File: src/inc/uart_irq_pkg.sv
// Shared constants and types for the serial port interrupt status block
package uart_irq_pkg;

  // Bus geometry
  localparam int          ADDR_W       = 12;
  localparam int          DATA_W       = 32;
  localparam int          NUM_SRC      = 11;
  localparam int          RAW_W        = 12;

  // Register byte offsets
  localparam logic [11:0] MASK_OFF     = 12'h038;
  localparam logic [11:0] RAW_OFF      = 12'h03c;
  localparam logic [11:0] MASKED_OFF   = 12'h040;
  localparam logic [11:0] CLEAR_OFF    = 12'h044;
  localparam logic [11:0] TEST_OFF     = 12'h080;

  // Reset values
  localparam logic [10:0] MASK_RESET   = 11'h000;
  localparam logic [10:0] RAW_RESET    = 11'h000;
  localparam logic [2:0]  TEST_RESET   = 3'h0;

  // Test control field positions
  localparam int          INFRARED_TEST_BIT = 2;
  localparam int          QUEUE_TEST_BIT    = 1;
  localparam int          INTEG_TEST_BIT    = 0;

  // Bus answers
  localparam logic [1:0]  RESP_OKAY    = 2'h0;
  localparam logic [1:0]  RESP_SLVERR  = 2'h2;

  // One bit per interrupt source, bit 10 first down to bit 0
  typedef struct packed {
    logic overrunIrq;
    logic breakIrq;
    logic parityIrq;
    logic framingIrq;
    logic rxTimeoutIrq;
    logic transmitIrq;
    logic receiveIrq;
    logic dataSetReadyIrq;
    logic carrierDetectIrq;
    logic clearToSendIrq;
    logic ringIndicatorIrq;
  } irq_vec_s;

  // Test control bits, bit 2 first
  typedef struct packed {
    logic infraredTestEnable;
    logic queueTestEnable;
    logic integrationTestEnable;
  } test_ctrl_s;

  // Whole state of the block
  typedef struct packed {
    logic              awTaken;
    logic [ADDR_W-1:0] awAddr;
    logic              wTaken;
    logic [DATA_W-1:0] wData;
    logic [3:0]        wStrb;
    logic              bValid;
    logic [1:0]        bResp;
    logic              rValid;
    logic [DATA_W-1:0] rData;
    logic [1:0]        rResp;
    irq_vec_s          mask;
    irq_vec_s          raw;
    test_ctrl_s        test;
  } ctrl_state_s;

endpackage : uart_irq_pkg

File: src/rtl/uart_irq_status.sv
// Interrupt mask, raw and masked status, and clear logic of a serial port, on AXI4-Lite
//
// Operation
// Mask bits 10 to 3 (overrun, break, parity, framing, rx timeout, transmit, receive, data set ready) are read/write.
// Mask bit 2 enables the carrier detect interrupt, resets to zero and is read/write.
// Mask bit 1 enables the clear to send interrupt, resets to zero and is read/write.
// Mask bit 0 enables the ring indicator interrupt, resets to zero and is read/write.
// Raw status bits 10 to 7 show overrun, break, parity and framing errors regardless of mask.
// Raw status bits 6 to 4 show rx timeout, transmit and receive regardless of mask.
// Raw status bits 3 to 0 show the four modem line interrupts regardless of mask.
// Masked status bits 10 to 7 show the masked error interrupts.
// Masked status bits 6 to 4 show masked rx timeout, transmit and receive.
// Masked status bits 3 to 0 show the masked modem interrupts.
// Writing ones to clear bits 10 to 7 clears the matching error interrupts.
// Writing ones to clear bits 6 to 4 clears rx timeout, transmit and receive.
// Writing ones to clear bits 3 to 0 clears the matching modem interrupts.
// Each masked bit is its raw bit AND its mask bit, and these drive the combined output.
// Clear bits written as zero leave their raw interrupts unchanged.
//
// Implementation choice: the AXI4-Lite slave port.
`timescale 1ns/100ps
module uart_irq_status
  import uart_irq_pkg::*;
(
  input  wire logic                            clk,
  input  wire logic                            rst,
  input  wire logic                            awvalid,
  output      logic                            awready,
  input  wire logic [uart_irq_pkg::ADDR_W-1:0] awaddr,
  input  wire logic                            wvalid,
  output      logic                            wready,
  input  wire logic [uart_irq_pkg::DATA_W-1:0] wdata,
  input  wire logic [3:0]                      wstrb,
  output      logic                            bvalid,
  input  wire logic                            bready,
  output      logic [1:0]                      bresp,
  input  wire logic                            arvalid,
  output      logic                            arready,
  input  wire logic [uart_irq_pkg::ADDR_W-1:0] araddr,
  output      logic                            rvalid,
  input  wire logic                            rready,
  output      logic [uart_irq_pkg::DATA_W-1:0] rdata,
  output      logic [1:0]                      rresp,
  input  wire uart_irq_pkg::irq_vec_s          events,
  output      uart_irq_pkg::irq_vec_s          maskedIrq,
  output      logic                            irq,
  output      uart_irq_pkg::test_ctrl_s        testCtrl
);
  import uart_irq_pkg::*;

  ctrl_state_s       s_q;
  ctrl_state_s       s_d;
  logic              wrDo;
  logic [DATA_W-1:0] merged;
  logic [DATA_W-1:0] cleared;
  logic [NUM_SRC-1:0] clearBits;
  logic [NUM_SRC-1:0] maskedVec;

  // Word-aligned address compare, shared by the read and write paths
  function automatic logic hit(input logic [ADDR_W-1:0] a, input logic [ADDR_W-1:0] off);
    return a[ADDR_W-1:2] == off[ADDR_W-1:2];
  endfunction : hit

  // Replace only the byte lanes that the strobes select
  function automatic logic [DATA_W-1:0] mergeStrobe(input logic [DATA_W-1:0] old,
                                                     input logic [DATA_W-1:0] nw,
                                                     input logic [3:0]        strb);
    logic [DATA_W-1:0] res;
    res = old;
    for (int i = 0; i < 4; i++)
    begin
      if (strb[i])
      begin
        res[8*i +: 8] = nw[8*i +: 8];
      end
    end
    return res;
  endfunction : mergeStrobe

  // Handshakes: one write and one read in flight; answer must drain first
  assign awready   = ~s_q.awTaken & ~s_q.bValid;
  assign wready    = ~s_q.wTaken & ~s_q.bValid;
  assign arready   = ~s_q.rValid;
  assign wrDo      = s_q.awTaken & s_q.wTaken & ~s_q.bValid;
  assign bvalid    = s_q.bValid;
  assign bresp     = s_q.bResp;
  assign rvalid    = s_q.rValid;
  assign rdata     = s_q.rData;
  assign rresp     = s_q.rResp;
  assign testCtrl  = s_q.test;

  // Masked view and combined output, both straight from the status flops
  assign maskedVec = s_q.raw & s_q.mask;
  assign maskedIrq = irq_vec_s'(maskedVec);
  assign irq       = |maskedVec;

  // Next state of bus channels and registers
  always_comb
  begin
    s_d       = s_q;
    merged    = '0;
    cleared   = '0;
    clearBits = '0;

    // Address and data are captured independently, in either order
    if (awvalid && awready)
    begin
      s_d.awTaken = 1'b1;
      s_d.awAddr  = awaddr;
    end
    if (wvalid && wready)
    begin
      s_d.wTaken = 1'b1;
      s_d.wData  = wdata;
      s_d.wStrb  = wstrb;
    end
    if (s_q.bValid && bready)
    begin
      s_d.bValid = 1'b0;
    end

    // Perform the write once both halves are held
    if (wrDo)
    begin
      s_d.awTaken = 1'b0;
      s_d.wTaken  = 1'b0;
      s_d.bValid  = 1'b1;
      s_d.bResp   = RESP_OKAY;
      if (hit(s_q.awAddr, MASK_OFF))
      begin
        merged   = mergeStrobe({{(DATA_W-NUM_SRC){1'b0}}, s_q.mask}, s_q.wData, s_q.wStrb);
        s_d.mask = irq_vec_s'(merged[NUM_SRC-1:0]);
      end
      else if (hit(s_q.awAddr, CLEAR_OFF))
      begin
        // Only ones in enabled lanes clear; zeros are no-ops
        cleared   = mergeStrobe('0, s_q.wData, s_q.wStrb);
        clearBits = cleared[NUM_SRC-1:0];
      end
      else if (hit(s_q.awAddr, TEST_OFF))
      begin
        merged   = mergeStrobe({{(DATA_W-3){1'b0}}, s_q.test}, s_q.wData, s_q.wStrb);
        s_d.test = test_ctrl_s'(merged[2:0]);
      end
      else if (!hit(s_q.awAddr, RAW_OFF) && !hit(s_q.awAddr, MASKED_OFF))
      begin
        // Status registers silently ignore writes; holes answer with an error
        s_d.bResp = RESP_SLVERR;
      end
    end

    // Set beats clear so an event in the clearing cycle is never lost
    s_d.raw = irq_vec_s'((s_q.raw & ~clearBits) | events);

    // Read channel: data registered one cycle after the address
    if (s_q.rValid && rready)
    begin
      s_d.rValid = 1'b0;
    end
    if (arvalid && arready)
    begin
      s_d.rValid = 1'b1;
      s_d.rResp  = RESP_OKAY;
      s_d.rData  = '0;
      if (hit(araddr, MASK_OFF))
      begin
        s_d.rData[NUM_SRC-1:0] = s_q.mask;
      end
      else if (hit(araddr, RAW_OFF))
      begin
        s_d.rData[NUM_SRC-1:0] = s_q.raw;
      end
      else if (hit(araddr, MASKED_OFF))
      begin
        s_d.rData[NUM_SRC-1:0] = maskedVec;
      end
      else if (!hit(araddr, CLEAR_OFF) && !hit(araddr, TEST_OFF))
      begin
        // Write-only registers read as zero; holes answer with an error
        s_d.rResp = RESP_SLVERR;
      end
    end
  end

  // State register, synchronous reset
  always_ff @(posedge clk)
  begin
    if (rst)
    begin
      s_q      <= '0;
      s_q.mask <= irq_vec_s'(MASK_RESET);
      s_q.raw  <= irq_vec_s'(RAW_RESET);
      s_q.test <= test_ctrl_s'(TEST_RESET);
    end
    else
    begin
      s_q <= s_d;
    end
  end

  // Full-word mask write lands in the mask one edge later
  AST_MASK_WRITE: assert property (@(posedge clk) disable iff (rst)
    wrDo && hit(s_q.awAddr, MASK_OFF) && s_q.wStrb == 4'hf
    |=> s_q.mask == $past(s_q.wData[NUM_SRC-1:0]))
    else $error("mask did not take written value");

  // Mask is zero on the first edge after reset
  AST_MASK_RESET: assert property (@(posedge clk) disable iff (rst)
    $past(rst) |-> s_q.mask == MASK_RESET)
    else $error("mask not cleared by reset");

  // Every event shows in raw status on the next edge, whatever the mask
  AST_EVENT_SETS_RAW: assert property (@(posedge clk) disable iff (rst)
    events != '0 |=> (s_q.raw & $past(events)) == $past(events))
    else $error("event missing from raw status");

  // Raw read returns the raw bits held at the address edge
  AST_RAW_READ: assert property (@(posedge clk) disable iff (rst)
    arvalid && arready && hit(araddr, RAW_OFF)
    |=> rvalid && rdata == {{(DATA_W-NUM_SRC){1'b0}}, $past(s_q.raw)})
    else $error("raw status read mismatch");

  // Masked read returns raw AND mask at the address edge
  AST_MASKED_READ: assert property (@(posedge clk) disable iff (rst)
    arvalid && arready && hit(araddr, MASKED_OFF)
    |=> rdata[NUM_SRC-1:0] == ($past(s_q.raw) & $past(s_q.mask)))
    else $error("masked status read mismatch");

  // An unmasked event raises the interrupt on the next edge when no write completes in the same cycle
  AST_IRQ_RAISE: assert property (@(posedge clk) disable iff (rst)
    (events & s_q.mask) != '0 && !wrDo |=> irq)
    else $error("unmasked event did not raise interrupt");

  // Full-word clear write with no event removes every written-one bit
  AST_CLEAR_ONES: assert property (@(posedge clk) disable iff (rst)
    wrDo && hit(s_q.awAddr, CLEAR_OFF) && s_q.wStrb == 4'hf && events == '0
    |=> (s_q.raw & $past(s_q.wData[NUM_SRC-1:0])) == '0)
    else $error("clear write left a bit set");

  // Zeros in a clear write leave those raw bits alone
  AST_CLEAR_ZEROS: assert property (@(posedge clk) disable iff (rst)
    wrDo && hit(s_q.awAddr, CLEAR_OFF) && events == '0
    |=> (s_q.raw & ~$past(cleared[NUM_SRC-1:0])) == ($past(s_q.raw) & ~$past(cleared[NUM_SRC-1:0])))
    else $error("clear write disturbed an unwritten bit");

  // Event in the clearing cycle survives
  AST_SET_WINS: assert property (@(posedge clk) disable iff (rst)
    wrDo && hit(s_q.awAddr, CLEAR_OFF) && events != '0
    |=> (s_q.raw & $past(events)) == $past(events))
    else $error("event lost against clear");

  // Write answer two edges after both halves are taken together
  AST_WRITE_ANSWER: assert property (@(posedge clk) disable iff (rst)
    awvalid && awready && wvalid && wready |-> ##2 bvalid)
    else $error("write response late");

  // Mask moves only through a mask write, never as a side effect
  AST_MASK_HOLD: assert property (@(posedge clk) disable iff (rst)
    !(wrDo && hit(s_q.awAddr, MASK_OFF)) |=> $stable(s_q.mask))
    else $error("mask changed without a mask write");

  // With no event and no clear the sticky bits stay put
  AST_RAW_HOLD: assert property (@(posedge clk) disable iff (rst)
    events == '0 && !(wrDo && hit(s_q.awAddr, CLEAR_OFF)) |=> $stable(s_q.raw))
    else $error("raw status changed on its own");

  // Mask read returns the mask held at the address edge
  AST_MASK_READ: assert property (@(posedge clk) disable iff (rst)
    arvalid && arready && hit(araddr, MASK_OFF)
    |=> rdata == {{(DATA_W-NUM_SRC){1'b0}}, $past(s_q.mask)})
    else $error("mask read mismatch");

  // Write-only registers read back as zero with a good answer
  AST_WO_READ_ZERO: assert property (@(posedge clk) disable iff (rst)
    arvalid && arready && (hit(araddr, CLEAR_OFF) || hit(araddr, TEST_OFF))
    |=> rdata == '0 && rresp == RESP_OKAY)
    else $error("write-only register read not zero");

  // Holes in the map answer reads with an error and zero data
  AST_HOLE_READ: assert property (@(posedge clk) disable iff (rst)
    arvalid && arready && !hit(araddr, MASK_OFF) && !hit(araddr, RAW_OFF) && !hit(araddr, MASKED_OFF)
      && !hit(araddr, CLEAR_OFF) && !hit(araddr, TEST_OFF)
    |=> rdata == '0 && rresp == RESP_SLVERR)
    else $error("unmapped read not refused");

  // Bits above the eleven sources always read as zero
  AST_READ_TOP_ZERO: assert property (@(posedge clk) disable iff (rst)
    rvalid |-> rdata[DATA_W-1:NUM_SRC] == '0)
    else $error("read data above bit 10 not zero");

  // Every accepted read is answered on the next edge
  AST_READ_ANSWER: assert property (@(posedge clk) disable iff (rst)
    arvalid && arready |=> rvalid)
    else $error("read answer late");

  // Read answer stands until the master takes it
  AST_RVALID_HOLD: assert property (@(posedge clk) disable iff (rst)
    rvalid && !rready |=> rvalid && $stable(rdata) && $stable(rresp))
    else $error("read answer dropped early");

  // Write answer stands until the master takes it
  AST_BVALID_HOLD: assert property (@(posedge clk) disable iff (rst)
    bvalid && !bready |=> bvalid && $stable(bresp))
    else $error("write answer dropped early");

  // A pending answer blocks the next request on its channel
  AST_WRITE_REFUSED: assert property (@(posedge clk) disable iff (rst)
    bvalid |-> !awready && !wready)
    else $error("write accepted while answer pending");

  // A pending read answer blocks the next read address
  AST_READ_REFUSED: assert property (@(posedge clk) disable iff (rst)
    rvalid |-> !arready)
    else $error("read accepted while answer pending");

  // Writes to status registers are ignored but answered as good
  AST_STATUS_WRITE_IGNORED: assert property (@(posedge clk) disable iff (rst)
    wrDo && (hit(s_q.awAddr, RAW_OFF) || hit(s_q.awAddr, MASKED_OFF))
    |=> bvalid && bresp == RESP_OKAY && $stable(s_q.mask))
    else $error("status register write not ignored");

  // Writes to holes are refused and change no register
  AST_HOLE_WRITE: assert property (@(posedge clk) disable iff (rst)
    wrDo && !hit(s_q.awAddr, MASK_OFF) && !hit(s_q.awAddr, RAW_OFF) && !hit(s_q.awAddr, MASKED_OFF)
      && !hit(s_q.awAddr, CLEAR_OFF) && !hit(s_q.awAddr, TEST_OFF)
    |=> bvalid && bresp == RESP_SLVERR && $stable(s_q.mask))
    else $error("unmapped write not refused");

  // Clearing all sources with no event pending drops the interrupt
  AST_IRQ_CLEARED: assert property (@(posedge clk) disable iff (rst)
    wrDo && hit(s_q.awAddr, CLEAR_OFF) && s_q.wStrb == 4'hf && s_q.wData[NUM_SRC-1:0] == '1 && events == '0
    |=> !irq)
    else $error("interrupt still high after full clear");

  // First edge after reset sees idle status and idle bus
  AST_RESET_STATE: assert property (@(posedge clk) disable iff (rst)
    $past(rst) |-> s_q.raw == RAW_RESET && !bvalid && !rvalid && awready && arready && testCtrl == TEST_RESET)
    else $error("state not idle after reset");

endmodule : uart_irq_status

File: config.mk
export PLATFORM = sky130hd
export DESIGN_NAME = uart_irq_status
export DESIGN_NICKNAME = d
export VERILOG_FILES = /design/src/inc/uart_irq_pkg.sv /design/src/rtl/uart_irq_status.sv
export SDC_FILE = /design/constraint.sdc
export NUM_CORES = 1
export LEC_CHECK = 0
export BUFFER_PORTS_ARGS = -buffer_cell sky130_fd_sc_hd__buf_4
export CAP_MARGIN = 20
export CORE_MARGIN = 2
export CORE_UTILIZATION = 25
export DETAILED_ROUTE_END_ITERATION = 8
export PLACE_DENSITY = 0.48
export SLEW_MARGIN = 30
export SYNTH_ARGS = -nofsm -noshare
export SYNTH_HDL_FRONTEND = slang
export SYNTH_SLANG_ARGS = --single-unit
File: constraint.sdc
create_clock -name clk -period 2.2 [get_ports clk]
set_input_delay 0.44 -clock clk [delete_from_list [all_inputs] [get_ports clk]]
set_output_delay 0.44 -clock clk [all_outputs]
set_load 0.1 [all_outputs]
==> metrics.yaml <==
timing:
  max_freq_mhz: 370
  worstMarginPinSlew_ns: 0.606
  setup_viol_count_final: 1
  min_period_ns: 2.70
  slew_violations: 0
  timing.final.crit_share_pct: 123
  skew_ns: 0.00452
  rsz0062_at_grt: "yes"
  slew_headroom_pct: 59.6
  finalHoldViolCount: 0
  worst_slack_ns: -0.503
worst_setup_path:
  worst_ep_arrival_time_ns: 2.26
  worstPathMaxFanout: 2
  endpoint_kind: "output port"
  required_ns: 1.76
  critPathLaunchType: "flip-flop"
  worstSetupPathType: "flip-flop to output port"
layout:
  multi_input_area_um2: 1600
  seqCellArea_um2: 1300
  stdcell_area_um2: 4310
  area_growth_pct: 34.2
  fin_util_pct: 34.3
  drive_above_1_share_pct: 30.0
  nets: 557
  final_common_cell: "buf_4"
  fin_cells: 655
  layout_common_cells: "buf_4, dfxtp_1, nand2_1"
  nFillCells: 1319
  antenna_cells: 0
synth:
  synth.avg_cell_area_um2: 8.20
  synth_seq_cells: 65
  ys_types: 35
  ys_warn_count: 0
  ys_seq_area_share_pct: 40.6
  synthCells: 391
  synth_area_um2: 3210
drt:
  drtPass1Iterations: 4
  routed-via-count: 2791
  drtIter0Drc: 103
  via_per_inst: 4.26
  detail_route.wl_per_cell_um: 12.9
  ant_nets: 0
  drc: 0
  wl_um: 8430
power:
  switchingPower_mw: 1.06
  p_leak_nw: 1.83
  peakVddDrop_mv: 0.390
  power_frac_seq_pct: 39.6
  pwr-share-clk_pct: 39.2
  p_comb_share_pct: 21.3
  power_density_nw_per_um2: 759
  internal-power_mw: 2.21
  sw_frac_of_total_pct: 32.5
clocking:
  root_buffer: "clkbuf_16"
  post-cts-setup-buffers: 0
  cts_tree: "built"
  holdBufCountCts: 0
  clock_sinks: 65
  ctsLongestPathBuffers: 2
  insertion_delay_ns: 0.33
  clk_pin_slew_worst_paths_ns: 0.06
  cts_made_buffers: 9
  htreeDepth: 3
hold_path:
  min_path_type: "input port to flip-flop"
place:
  placed_cells: 640
  place_ws_ns: -0.246
  place_area_um2: 4030
  gp_congestion: 0.737
  post-dp-hpwl_um: 6450
  port_buffers: 83
floorplan:
  num_rows: 41
  core_area_um2: 12600
  pin_count: 134
  dieArea_um2: 13800
  die_h_um: 117
  floorplan.initialDensity_pct: 25.5
  die_x_um: 117
flow_run:
  drv_cap: 0
global_routing:
  grt_max_degree: 65
  antenna_found_initial: 0
  grt-ovfl-total: 0
  grt_pass1_vias: 2637
  grt_pass1_wl_um: 13000
  grt.total_usage_pct: 12.4
run_status:
  violations: "setup timing"
  status: "finished with violations"
==> cells by family (layout without fill, tap and decap cells) <==
group,count (synthesis),after routing,synth area share [%]
simple gates,173,173,27.8
buf+inv,75,145,13.4
flops,65,65,40.6
compound gates,63,63,13.8
mux,14,14,4.37
other cells,1,23,0.117
==> repair_timing <==
action | in CTS | in global routing
endpoints found under the setup margin | 1 | 1
gates cloned | 0 | 0
gates resized for setup | 2 | 1
==> cell type report <==
cell class              count  share of cell area, %
flip-flops and latches     65                   30.2
clock inverters             3                  0.407
inverters                  14                   1.22
multi-input cells         273                   37.0
well taps                 172                   5.00
clock buffers              12                   5.72
repair buffers            116                   20.4
==> Yosys cell counts <==
master,count,area [um2]
buf_2,1,5.00
inv_1,14,52.6
dfxtp_1,65,1300
a211oi_1,1,7.51
o211ai_1,11,82.6
a21oi_1,24,120
clkbuf_1,21,78.8
nor3b_1,1,7.51
nor3_1,4,20.0
nand2_1,62,233
a311oi_1,24,210
and3b_1,2,17.5
nor4_2,1,12.5
or4b_1,1,10.0
o21ai_0,1,5.00
mux2i_1,14,140
and4_1,11,96.3
and2_0,2,12.5
o2111ai_1,1,8.76
and2_1,10,62.6
nor2b_1,2,12.5
nor4_1,2,12.5
and2_4,1,8.76
nor2_2,1,6.26
buf_4,39,293
nand3_1,5,25.0
conb_1,1,3.75
and4b_1,1,10.0
nor2_1,36,135
nand2b_1,26,163
a31o_2,1,8.76
or4_1,1,7.51
nand4bb_1,1,11.3
or2_2,2,12.5
nor4b_2,1,15.0
==> power by group through the flow <==
stage / Sequential [mW] / Combinational, mW / Clock, mW
2_1_floorplan: 1.32 / 0.561 / 0
3_3_place_gp: 1.31 / 0.693 / 0
3_5_place_dp: 1.32 / 0.698 / 0
4_1_cts: 1.29 / 0.699 / 1.32
5_1_grt: 1.30 / 0.738 / 1.37
6_report: 1.29 / 0.695 / 1.28
==> path summary, 6_finish.rpt <==
kind / startpoint / to / slack (ns) / cells after the start
worst min register to register: s_q[64]$_SDFFE_PP0P_ / s_q[64]$_SDFFE_PP0P_ / 0.46 / 2
worst max-delay path: s_q[6]$_SDFF_PP0_ / irq / -0.50 / 6
worst max register to register: s_q[108]$_SDFFE_PP0P_ / testCtrl[1]$_SDFFE_PP0P_ / 0.53 / 4
worst min-delay path: rready / rvalid$_SDFFE_PP0P_ / 0.29 / 2
==> state kept, by name, summed over array words and instances (netlist names) <==
| name | cells |
|---|---|
| bresp | 1 |
| bvalid | 1 |
| rdata | 11 |
| rresp | 1 |
| rvalid | 1 |
| s_q | 47 |
| testCtrl | 3 |
==> worst max-delay path: stages, from the launching register on <==
cell and delay, ns:
dfxtp_1 0.30, and2_4 0.15, or4_1 0.54, nor4_2 0.14, buf_4 0.15, or4b_4 0.46
buf_8 0.19
==> per-stage QoR <==
stage / hold WS, ns / TNS (ns) / total power, mW
floorplan: 0.436 / -0.283 / 1.88
global placement: 0.444 / -0.247 / 2.01
detailed placement: 0.452 / -0.246 / 2.02
CTS: 0.287 / -0.556 / 3.31
global route: 0.288 / -0.557 / 3.41
finish: 0.293 / -0.503 / 3.27
==> per-layer routing <==
layer,share of wire [%],GRT usage (%)
met1,47,15.4
met2,44,19.6
met3,7.5,4.63
met4,1.5,4.71
met5,0,0
Power figures use the tool's default switching activity.
